[config.mk]
export PLATFORM = sky130hd
export DESIGN_NAME = rx_emd_ctrl
export DESIGN_NICKNAME = d
export VERILOG_FILES = /design/src/core/rx_emd_pkg.sv /design/src/core/rx_sst_if.sv /design/src/core/sst_check.sv /design/src/core/rx_emd_ctrl.sv
export SDC_FILE = /design/constraint.sdc
export NUM_CORES = 1
export LEC_CHECK = 0
export ABC_AREA = 1
export BUFFER_PORTS_ARGS = -buffer_cell sky130_fd_sc_hd__buf_2
export CORE_MARGIN = 2
export CORE_UTILIZATION = 55
export CTS_CLUSTER_SIZE = 28
export DETAILED_ROUTE_END_ITERATION = 10
export GPL_TIMING_DRIVEN = 0
export PLACE_DENSITY = 0.95
export SYNTH_ARGS = -nofsm -noshare
export SYNTH_HDL_FRONTEND = slang
export SYNTH_SLANG_ARGS = --single-unit
[constraint.sdc]
create_clock -name hclk -period 2.73 [get_ports hclk]
set_input_delay 0.1365 -clock hclk [delete_from_list [all_inputs] [get_ports hclk]]
set_output_delay 0.1365 -clock hclk [all_outputs]
set_load 0.01 [all_outputs]
[src/core/rx_emd_pkg.sv]
// register map, field positions and reset values of the receive emd control block
// assumes an ahb-lite slave with one 32-bit word per register index
package rx_emd_pkg;
    // register indices; byte address is four times the index
    localparam logic [7:0] IDX_EMD_CFG    = 8'h05;
    localparam logic [7:0] IDX_SST        = 8'h06;
    localparam logic [7:0] IDX_RX_CFG1    = 8'h0b;
    localparam logic [7:0] IDX_IRQ_STATUS = 8'h10;
    localparam logic [7:0] IDX_IRQ_MASK   = 8'h11;
    localparam logic [7:0] IDX_OP_CTRL    = 8'h12;
    localparam logic [7:0] IDX_RX_STATUS  = 8'h13;
    // reset values
    localparam logic [7:0] RST_CFG        = 8'h00;
    localparam logic [3:0] RST_IRQ        = 4'h0;
    // emd suppression config fields
    localparam int EMD_EN_BIT   = 7;
    localparam int RX_START_BIT = 6;
    localparam int THLD_MSB     = 3;
    // subcarrier start timer field, quarter etu steps
    localparam int SST_MSB      = 4;
    // receiver config one fields
    localparam int RX_CHANNEL_SELECT_BIT   = 7;
    localparam int LP_MSB       = 6;
    localparam int LP_LSB       = 4;
    // operation control fields
    localparam int OP_DUAL_BIT   = 0;
    localparam int OP_MANUAL_BIT = 1;
    localparam int OP_A106_BIT   = 2;
    localparam int OP_B106_BIT   = 3;
    // interrupt bit positions
    localparam int IRQ_SOFT_ERR = 0;
    localparam int IRQ_RESTART  = 1;
    localparam int IRQ_RX_START = 2;
    localparam int IRQ_EMD      = 3;
    // leading frame bits checked before receive start
    localparam logic [2:0] START_BITS = 3'h4;
    localparam logic [4:0] SST_SAT    = 5'h1f;
endpackage

[src/core/rx_sst_if.sv]
// link between the control top and the subcarrier start checker
// assumes both ends on hclk
`timescale 1ns/1ps
interface rx_sst_if;
    logic       mrt_end;      // mask receive timer expiry pulse
    logic       sc_detect;    // subcarrier detected pulse
    logic       quarter_tick; // one pulse per quarter etu
    logic       enable;       // type b 106k active
    logic [4:0] sst;          // programmed start time
    logic       early;        // subcarrier came too soon, pulse
    modport ctrl (output mrt_end, sc_detect, quarter_tick, enable, sst, input early);
    modport chk  (input mrt_end, sc_detect, quarter_tick, enable, sst, output early);
endinterface

[src/core/sst_check.sv]
// subcarrier start time checker
// assumes framer strobes are single-cycle pulses on hclk
`timescale 1ns/1ps
module sst_check
    import rx_emd_pkg::*;
(
    input wire logic hclk,
    input wire logic hresetn,
    rx_sst_if.chk    sst_io
);
    logic       active;     // window open since timer expiry
    logic [4:0] quarters;   // quarter etu elapsed
    wire        too_soon = active & sst_io.sc_detect & (quarters < sst_io.sst);

    // count quarter etu from timer expiry; the first subcarrier closes the window, the count runs on to saturation
    always_ff @(posedge hclk or negedge hresetn) begin
        if (!hresetn) begin
            active   <= 1'b0;
            quarters <= 5'h00;
        end else if (!sst_io.enable) begin
            active   <= 1'b0;
        end else if (sst_io.mrt_end) begin
            active   <= 1'b1;
            quarters <= 5'h00;
        end else if (sst_io.sc_detect) begin
            active   <= 1'b0;
        end else if (sst_io.quarter_tick && quarters != SST_SAT) begin
            // saturate: top code can never be beaten by a longer wait
            quarters <= quarters + 5'h01;
        end
    end

    // early flag pulses one cycle after the detect
    always_ff @(posedge hclk or negedge hresetn) begin
        if (!hresetn) begin
            sst_io.early <= 1'b0;
        end else begin
            sst_io.early <= sst_io.enable & too_soon;
        end
    end

    chk_early_cause: assert property (@(posedge hclk) disable iff (!hresetn)
        sst_io.early |-> $past(active && sst_io.sc_detect && quarters < sst_io.sst))
        else $error("early flag without a too-soon subcarrier");
    chk_late_quiet: assert property (@(posedge hclk) disable iff (!hresetn)
        (active && sst_io.sc_detect && quarters >= sst_io.sst) |=> !sst_io.early)
        else $error("early flag on an in-time subcarrier");
    cov_early: cover property (@(posedge hclk) disable iff (!hresetn) sst_io.early);
endmodule

[src/core/rx_emd_ctrl.sv]
// receive emd suppression, subcarrier start check and channel select control
// assumes ahb-lite master on hclk; framer and analog strobes are hclk pulses
`timescale 1ns/1ps
// Function
// - type a start needs clean first four bits unless start option set
// - short erroneous frame suppressed as disturbance
// - start time five bits, quarter etu steps
// - early subcarrier raises soft error interrupt
// - emd on plus early: suppress, restart interrupt
// - single channel: select bit picks am or pm
// - dual manual: select bit picks framing channel
// - low-pass and zero bits drive analog filter
module rx_emd_ctrl
    import rx_emd_pkg::*;
(
    input  wire logic        hclk,
    input  wire logic        hresetn,
    // ahb-lite slave
    input  wire logic        hsel,
    input  wire logic [31:0] haddr,
    input  wire logic [1:0]  htrans,
    input  wire logic        hwrite,
    input  wire logic [2:0]  hsize,
    input  wire logic [31:0] hwdata,
    input  wire logic        hready,
    output logic             hreadyout,
    output logic             hresp,
    output logic [31:0]      hrdata,
    // receive framer
    input  wire logic        rx_bit_strobe,
    input  wire logic        rx_bit_error,
    input  wire logic        frame_end,
    input  wire logic        frame_error,
    input  wire logic [7:0]  frame_bytes,
    input  wire logic        mask_receive_timer_end,
    input  wire logic        subcarrier_detect,
    input  wire logic        quarter_etu_tick,
    input  wire logic        auto_select_pm,
    output logic             rx_start_ind,
    output logic             frame_deliver,
    output logic             frame_suppress,
    // analog receive channels
    output logic             am_channel_on,
    output logic             pm_channel_on,
    output logic             framing_from_pm,
    output logic [2:0]       lowpass_control,
    output logic             zero_setting_a,
    output logic             zero_setting_b,
    output logic             zero_setting_c,
    output logic             zero_setting_d,
    output logic             irq
);

////////////////////////////////////////////////////////////////////////////////
// registers and bus state

    logic [7:0] emd_suppression_config; // enable, start option, threshold
    logic [7:0] subcarrier_start_timer; // start time in quarter etu
    logic [7:0] receiver_config_one;    // channel select, filter codes
    logic [7:0] op_ctrl;                // channel and protocol mode
    logic [3:0] irq_status;             // sticky events
    logic [3:0] irq_mask;               // one enables the event
    logic       wr_pend;                // write data phase pending
    logic [7:0] wr_idx;                 // latched write index
    logic [2:0] bit_cnt;                // leading bits seen
    logic       bit_err_acc;            // error among leading bits
    logic       sst_fail;               // early subcarrier in this frame
    logic       last_supp;              // last frame outcome
    logic [3:0] next_irq_status;        // status after this edge

    rx_sst_if sst_bus ();

////////////////////////////////////////////////////////////////////////////////
// bus decode

    // only the low ten address bits are decoded; the rest must be zero
    wire        addr_ok   = hsel & htrans[1] & hready;
    wire [7:0]  addr_idx  = haddr[9:2];
    wire        addr_in   = (haddr[31:10] == 22'h000000);
    wire        rd_take   = addr_ok & ~hwrite;
    wire        wr_take   = addr_ok & hwrite & addr_in;
    wire        wr_emd    = wr_pend & (wr_idx == IDX_EMD_CFG);
    wire        wr_sst    = wr_pend & (wr_idx == IDX_SST);
    wire        wr_cfg1   = wr_pend & (wr_idx == IDX_RX_CFG1);
    wire        wr_op     = wr_pend & (wr_idx == IDX_OP_CTRL);
    wire        wr_mask   = wr_pend & (wr_idx == IDX_IRQ_MASK);
    wire        wr_status = wr_pend & (wr_idx == IDX_IRQ_STATUS);
    wire [7:0]  rx_status = {3'h0, last_supp, sst_fail, bit_err_acc, bit_cnt[1:0]};

    // register values after this edge: a read right behind a write
    // must return the new contents, not the old
    // emd config bits 5:4 are reserved, kept zero
    wire [7:0]  next_emd_cfg = wr_emd ? (hwdata[7:0] & 8'hcf) : emd_suppression_config;
    // start timer bits 7:5 are reserved, kept zero
    wire [7:0]  next_sst = wr_sst ? {3'h0, hwdata[SST_MSB:0]} : subcarrier_start_timer;
    wire [7:0]  next_cfg1 = wr_cfg1 ? hwdata[7:0] : receiver_config_one;
    wire [7:0]  next_op = wr_op ? {4'h0, hwdata[3:0]} : op_ctrl;
    wire [3:0]  next_mask = wr_mask ? hwdata[3:0] : irq_mask;

    // read mux, unmapped indices read zero
    wire [7:0] rd_byte =
        !addr_in                        ? 8'h00 :
        (addr_idx == IDX_EMD_CFG)       ? next_emd_cfg :
        (addr_idx == IDX_SST)           ? next_sst :
        (addr_idx == IDX_RX_CFG1)       ? next_cfg1 :
        (addr_idx == IDX_OP_CTRL)       ? next_op :
        (addr_idx == IDX_IRQ_MASK)      ? {4'h0, next_mask} :
        (addr_idx == IDX_IRQ_STATUS)    ? {4'h0, next_irq_status} :
        (addr_idx == IDX_RX_STATUS)     ? rx_status : 8'h00;

////////////////////////////////////////////////////////////////////////////////
// field decode

    wire       emd_en    = emd_suppression_config[EMD_EN_BIT];
    wire       start_opt = emd_suppression_config[RX_START_BIT];
    wire [3:0] emd_thld  = emd_suppression_config[THLD_MSB:0];
    wire       rx_channel_select    = receiver_config_one[RX_CHANNEL_SELECT_BIT];
    wire       dual_on   = op_ctrl[OP_DUAL_BIT];
    wire       manual    = op_ctrl[OP_MANUAL_BIT];
    wire       type_a106 = op_ctrl[OP_A106_BIT];
    wire       type_b106 = op_ctrl[OP_B106_BIT];

    // type a start window: the bit closing the leading group
    wire       lead_bit  = type_a106 & rx_bit_strobe & (bit_cnt < START_BITS);
    wire       lead_last = lead_bit & (bit_cnt == START_BITS - 3'h1);
    wire       lead_bad  = bit_err_acc | rx_bit_error;
    wire       next_start = lead_last & (~lead_bad | start_opt);

    // frame verdict; an early detect in the end cycle still counts
    wire       fail_now   = sst_fail | sst_bus.early;
    wire       short_err  = frame_error & ({4'h0, emd_thld} > frame_bytes);
    wire       next_supp  = frame_end & emd_en & (short_err | fail_now);
    wire       next_deliv = frame_end & ~next_supp;
    wire       restart_ev = frame_end & emd_en & fail_now;
    wire       emd_ev     = frame_end & emd_en & short_err;

    // channel routing
    wire       next_am_on = dual_on | ~rx_channel_select;
    wire       next_pm_on = dual_on | rx_channel_select;
    wire       next_fpm   = (dual_on & ~manual) ? auto_select_pm : rx_channel_select;

    // sticky events, a new event beats a same-cycle clear
    wire [3:0] events     = {emd_ev, next_start, restart_ev, sst_bus.early};
    wire [3:0] w1c        = wr_status ? hwdata[3:0] : 4'h0;
    assign next_irq_status = (irq_status & ~w1c) | events;

////////////////////////////////////////////////////////////////////////////////
// subcarrier start checker

    assign sst_bus.mrt_end      = mask_receive_timer_end;
    assign sst_bus.sc_detect    = subcarrier_detect;
    assign sst_bus.quarter_tick = quarter_etu_tick;
    assign sst_bus.enable       = type_b106;
    assign sst_bus.sst          = subcarrier_start_timer[SST_MSB:0];

    sst_check u_sst (
        .hclk    (hclk),
        .hresetn (hresetn),
        .sst_io  (sst_bus.chk)
    );

////////////////////////////////////////////////////////////////////////////////
// bus slave: zero wait state, always okay

    // address phase latch and registered read data
    // hrdata stands until the next read
    always_ff @(posedge hclk or negedge hresetn) begin
        if (!hresetn) begin
            wr_pend   <= 1'b0;
            wr_idx    <= 8'h00;
            hrdata    <= 32'h00000000;
            hreadyout <= 1'b0;
            hresp     <= 1'b0;
        end else begin
            wr_pend   <= wr_take;
            wr_idx    <= addr_idx;
            hreadyout <= 1'b1;
            hresp     <= 1'b0;
            if (rd_take) begin
                hrdata <= {24'h000000, rd_byte};
            end
        end
    end

    // software registers
    always_ff @(posedge hclk or negedge hresetn) begin
        if (!hresetn) begin
            emd_suppression_config <= RST_CFG;
            subcarrier_start_timer <= RST_CFG;
            receiver_config_one    <= RST_CFG;
            op_ctrl                <= RST_CFG;
            irq_mask               <= RST_IRQ;
        end else begin
            // decode and masking live in the next values
            emd_suppression_config <= next_emd_cfg;
            subcarrier_start_timer <= next_sst;
            receiver_config_one    <= next_cfg1;
            op_ctrl                <= next_op;
            irq_mask               <= next_mask;
        end
    end

    // interrupt status and line; the line follows status by one cycle
    always_ff @(posedge hclk or negedge hresetn) begin
        if (!hresetn) begin
            irq_status <= RST_IRQ;
            irq        <= 1'b0;
        end else begin
            irq_status <= next_irq_status;
            irq        <= |(irq_status & irq_mask);
        end
    end

////////////////////////////////////////////////////////////////////////////////
// frame tracking

    // leading bit count and error memory, cleared by frame end
    always_ff @(posedge hclk or negedge hresetn) begin
        if (!hresetn) begin
            bit_cnt     <= 3'h0;
            bit_err_acc <= 1'b0;
        end else if (frame_end) begin
            bit_cnt     <= 3'h0;
            bit_err_acc <= 1'b0;
        end else if (lead_bit) begin
            bit_cnt     <= bit_cnt + 3'h1;
            bit_err_acc <= lead_bad;
        end
    end

    // early subcarrier memory lasts to the frame's end
    always_ff @(posedge hclk or negedge hresetn) begin
        if (!hresetn) begin
            sst_fail  <= 1'b0;
            last_supp <= 1'b0;
        end else begin
            sst_fail <= frame_end ? 1'b0 : fail_now;
            if (frame_end) begin
                last_supp <= next_supp;
            end
        end
    end

    // framer strobes
    always_ff @(posedge hclk or negedge hresetn) begin
        if (!hresetn) begin
            rx_start_ind   <= 1'b0;
            frame_deliver  <= 1'b0;
            frame_suppress <= 1'b0;
        end else begin
            rx_start_ind   <= next_start;
            frame_deliver  <= next_deliv;
            frame_suppress <= next_supp;
        end
    end

    // analog controls, registered from the configuration; dual auto framing follows auto_select_pm
    always_ff @(posedge hclk or negedge hresetn) begin
        if (!hresetn) begin
            am_channel_on   <= 1'b0;
            pm_channel_on   <= 1'b0;
            framing_from_pm <= 1'b0;
            lowpass_control <= 3'h0;
            zero_setting_a  <= 1'b0;
            zero_setting_b  <= 1'b0;
            zero_setting_c  <= 1'b0;
            zero_setting_d  <= 1'b0;
        end else begin
            am_channel_on   <= next_am_on;
            pm_channel_on   <= next_pm_on;
            framing_from_pm <= next_fpm;
            lowpass_control <= receiver_config_one[LP_MSB:LP_LSB];
            zero_setting_a  <= receiver_config_one[3];
            zero_setting_b  <= receiver_config_one[2];
            zero_setting_c  <= receiver_config_one[1];
            zero_setting_d  <= receiver_config_one[0];
        end
    end

////////////////////////////////////////////////////////////////////////////////
// checks

    chk_start_blocked: assert property (@(posedge hclk) disable iff (!hresetn)
        (lead_last && lead_bad && !start_opt) |=> !rx_start_ind)
        else $error("receive start raised after bad leading bits");

    chk_start_raised: assert property (@(posedge hclk) disable iff (!hresetn)
        (lead_last && (!lead_bad || start_opt)) |=> rx_start_ind)
        else $error("receive start missing");

    chk_short_suppress: assert property (@(posedge hclk) disable iff (!hresetn)
        (frame_end && emd_en && frame_error && frame_bytes < {4'h0, emd_thld})
        |=> frame_suppress && !frame_deliver)
        else $error("short erroneous frame delivered");

    chk_emd_off_deliver: assert property (@(posedge hclk) disable iff (!hresetn)
        (frame_end && !emd_en) |=> frame_deliver && !frame_suppress)
        else $error("frame suppressed with emd off");

    chk_restart_flag: assert property (@(posedge hclk) disable iff (!hresetn)
        (frame_end && emd_en && fail_now) |=> frame_suppress && irq_status[IRQ_RESTART])
        else $error("early subcarrier frame not restarted");

    chk_soft_err_sticky: assert property (@(posedge hclk) disable iff (!hresetn)
        (irq_status[IRQ_SOFT_ERR] && !w1c[IRQ_SOFT_ERR]) |=> irq_status[IRQ_SOFT_ERR])
        else $error("soft error flag lost");

    chk_soft_err_set: assert property (@(posedge hclk) disable iff (!hresetn)
        sst_bus.early |=> irq_status[IRQ_SOFT_ERR])
        else $error("soft error flag not set");

    chk_single_channel: assert property (@(posedge hclk) disable iff (!hresetn)
        !dual_on |=> (am_channel_on == !$past(rx_channel_select)) && (pm_channel_on == $past(rx_channel_select)))
        else $error("single channel select wrong");

    chk_manual_framing: assert property (@(posedge hclk) disable iff (!hresetn)
        (dual_on && manual) |=> framing_from_pm == $past(rx_channel_select))
        else $error("manual framing channel wrong");

    chk_filter_pass: assert property (@(posedge hclk) disable iff (!hresetn)
        ##1 lowpass_control == $past(receiver_config_one[LP_MSB:LP_LSB]))
        else $error("low-pass code not passed");

    chk_irq_line: assert property (@(posedge hclk) disable iff (!hresetn)
        |(irq_status & irq_mask) |=> irq)
        else $error("interrupt line low with unmasked flag");

    // start timer reads return what the last write left
    chk_read_fresh: assert property (@(posedge hclk) disable iff (!hresetn)
        (rd_take && addr_in && addr_idx == IDX_SST) |=> hrdata[7:0] == subcarrier_start_timer)
        else $error("start timer read returned stale data");

    // scenarios the bench must reach
    cov_suppress: cover property (@(posedge hclk) disable iff (!hresetn) frame_suppress);
    cov_start: cover property (@(posedge hclk) disable iff (!hresetn) rx_start_ind);
    cov_restart: cover property (@(posedge hclk) disable iff (!hresetn) restart_ev);
endmodule

==> impl_metrics.py <==
metrics = {
    "run_status": {
        "status": "complete, no violations",
    },
    "global_routing": {
        "grt_use_total": 0.252,
        "grt_antenna_before_repair": 0,
        "grt_pass1_wl_mm": 16.8,
        "grt-ovfl-total": 0,
        "grt_pass1_vias": 3688,
        "grt_max_degree": 50,
    },
    "sta": {
        "rsz0062_at_grt": "no",
        "skew_ps": 10.2,
        "worst_slew_pin_slew_ps": 767,
        "report.final.slew_viol_count": 0,
        "period_minus_slack_ps": 2050,
        "fin_crit_sh": 0.751,
        "setup_viol": 0,
        "setup_tns_ps": 0,
        "fmax_mhz": 488,
        "relSlewSlack": 0.484,
        "hold_viol": 0,
    },
    "clock_tree": {
        "post_cts_buffers": 0,
        "cts_root_buffer": "clkbuf_8",
        "ctsHoldBuffers": 11,
        "insertion_delay_ps": 360,
        "cts_htree_levels": 3,
        "cts_resized": 0,
        "cts.sinks": 85,
        "clkTransAtPathRegs_ps": 90,
        "clockBufferDepth": 2,
        "cts_buffers": 9,
        "cts_tree": "yes",
    },
    "routing": {
        "wl_per_cell_um": 14.0,
        "ant_nets": 0,
        "firstDrtPassIters": 6,
        "viasPerCell": 5.17,
        "first_iter_violations": 273,
        "drc": 0,
        "wirelength_mm": 10.3,
        "vias": 3805,
    },
    "synthesis": {
        "synth_edf_count": 0,
        "netlist_area_sq_um": 4270,
        "synthTopCellsByArea": "dfrtp_1 50%, nand2_1 11%, inv_1 6.5%",
        "synth-async-reset-ratio": 1.00,
        "synth_top_cell_by_area": "dfrtp_1",
        "syn_avg_cell_area_sq_um": 8.53,
        "netlist.area_leader.share": 0.499,
        "yosys_warnings": 0,
        "ys_ff_latch": 85,
        "ys_seq_area_frac": 0.499,
        "synth_top_flop_cell": "dfrtp_1",
        "synth_cells": 500,
        "ys_types": 40,
    },
    "pwr": {
        "irDropWorstVdd_mv": 0.268,
        "comb_power_share": 0.094,
        "p_clk_frac": 0.392,
        "sw_frac_of_total": 0.231,
        "p_seq_frac": 0.514,
        "cellLeakagePower_uw": 0.00292,
        "powerDensity_nw_per_um2": 483,
        "p_sw_uw": 587,
        "p_int_uw": 1950,
    },
    "die": {
        "rows": 32,
        "start_util": 0.561,
        "dieArea_sq_um": 8480,
        "core_area_sq_um": 7610,
        "pin_count": 138,
        "die_w_um": 92.1,
        "die_h_um": 92.1,
    },
    "placement": {
        "io_buffer_count": 82,
        "place_congestion": 0.886,
        "dp_hpwl_mm": 7.68,
        "placed_cell_area_sq_um": 4920,
    },
    "setup_path": {
        "worstPathMaxFanout": 9,
        "cp-start-kind": "flop",
        "required_ps": 2980,
        "crit_type": "reg -> reg",
        "critPathCaptureType": "flop",
        "cp_data_arrival_time_ps": 2300,
    },
    "layout": {
        "antenna_cells": 0,
        "drive_gt1_frac": 0.241,
        "area_growth_syn_to_layout_pct": 23.3,
        "utilization": 0.691,
        "fin_nets": 731,
        "stdcell_area_sq_um": 5260,
    },
    "worst_hold_path": {
        "hold_path_class": "in -> reg",
    },
    "job": {
        "maxCapViolCount": 0,
    },
}
## state kept, by name, summed over array words and instances (netlist names), 3 cells and up
register and count:
hrdata 8, emd_suppression_config 8, receiver_config_one 8, subcarrier_start_timer 8, op_ctrl 8, wr_idx 8
lowpass_control 3, u_sst.quarters 5, irq_status 4, bit_cnt 3, irq_mask 4
## path summary, 6_finish.rpt
kind / from / end / slack, ps / cells past startpoint
worst max-delay path: u_sst.quarters[0] / u_sst.quarters[3] / 680 / 9
worst min-delay path: subcarrier_detect / u_sst.sst_io.early / 30 / 3
worst max register to register: u_sst.quarters[0] / u_sst.quarters[3] / 680 / 9
worst min register to register: receiver_config_one[4] / lowpass_control[0] / 390 / 0
max in group asynchronous: hresetn / op_ctrl[4] / 1850 / 3
min in group asynchronous: hresetn / u_sst.quarters[3] / 270 / 2
## area by class of cell
cell class / count / area (sq um)
Fill cell: 570 / 2350
Clock buffer: 13 / 159
Sequential cell: 85 / 2130
Multi-Input combinational cell: 332 / 1710
Timing Repair Buffer: 94 / 551
Tap cell: 102 / 128
Clock inverter: 3 / 67.6
Inverter: 78 / 293
Buffer: 29 / 226
## synthesized netlist by cell type (all sizes together) (3+ instances only)
library cell	instances
nor3	5
nor4	6
nand4	9
o21ai	33
o2111ai	3
dfrtp	85
a21oi	11
buf	29
nor2	43
ha	12
or2	4
nand3	33
and2	4
o21a	4
nand2	129
inv	77
## power groups by stage
stage / Combinational (uW) / Clock [uW] / Sequential [uW]
after CTS: 238 / 993 / 1310
final: 239 / 996 / 1310
after detailed placement: 224 / 0 / 1330
after global placement: 209 / 0 / 1330
after global routing: 268 / 1050 / 1310
after floorplan: 122 / 0 / 1330
## placed cells by master (no fill, tap or decap), types with 3 or more instances in the layout
master / n
nand4_1: 9
nand2_2: 3
o21ai_1: 14
nor3_1: 4
ha_1: 12
dlygate4sd3_1: 11
inv_1: 74
dfrtp_1: 85
o2111ai_1: 3
nor2_4: 4
and2_1: 4
nor2_1: 36
nand3_2: 3
o21ai_2: 7
conb_1: 26
buf_6: 3
nand2_1: 124
o21a_1: 4
nand3_1: 30
o21ai_0: 12
clkbuf_8: 11
buf_2: 82
inv_2: 3
buf_4: 26
a21oi_1: 11
nor4_1: 5
## per-stage QoR
step	cells	power (uW)	setup WS, ps	hold slack (ps)
after global routing	736	2630	419	37.7
after floorplan	524	1450	942	-159
after global placement	708	1540	807	258
after CTS	736	2540	682	27.2
final	736	2540	681	26.2
after detailed placement	709	1550	698	127
## layer usage
metal / share of wire / global-route usage
met1: 0.40 / 0.316
met2: 0.51 / 0.431
met3: 0.063 / 0.0452
met4: 0.031 / 0.109
met5: 0 / 0
## kinds of logic (layout without fill, tap and decap cells)
family,Yosys count,after routing,synth area share
adder cells (fa/ha/maj),12,12,0.0352
other,2,26,0.00176
buffers and inverters,107,217,0.122
AO/OA/AOI/OAI,58,58,0.0824
AND/OR/NAND/NOR,236,236,0.260
flip-flops,85,85,0.499
## critical path, stage by stage (launching register included)
cell and delay (ps):
dfrtp_1 410, ha_1 220, nand2_1 80, nor2_1 40
ha_1 160, nand3b_1 160, a21oi_1 420, nand4_1 210
o22ai_1 170, a21oi_1 60
Power figures use the tool's default switching activity.
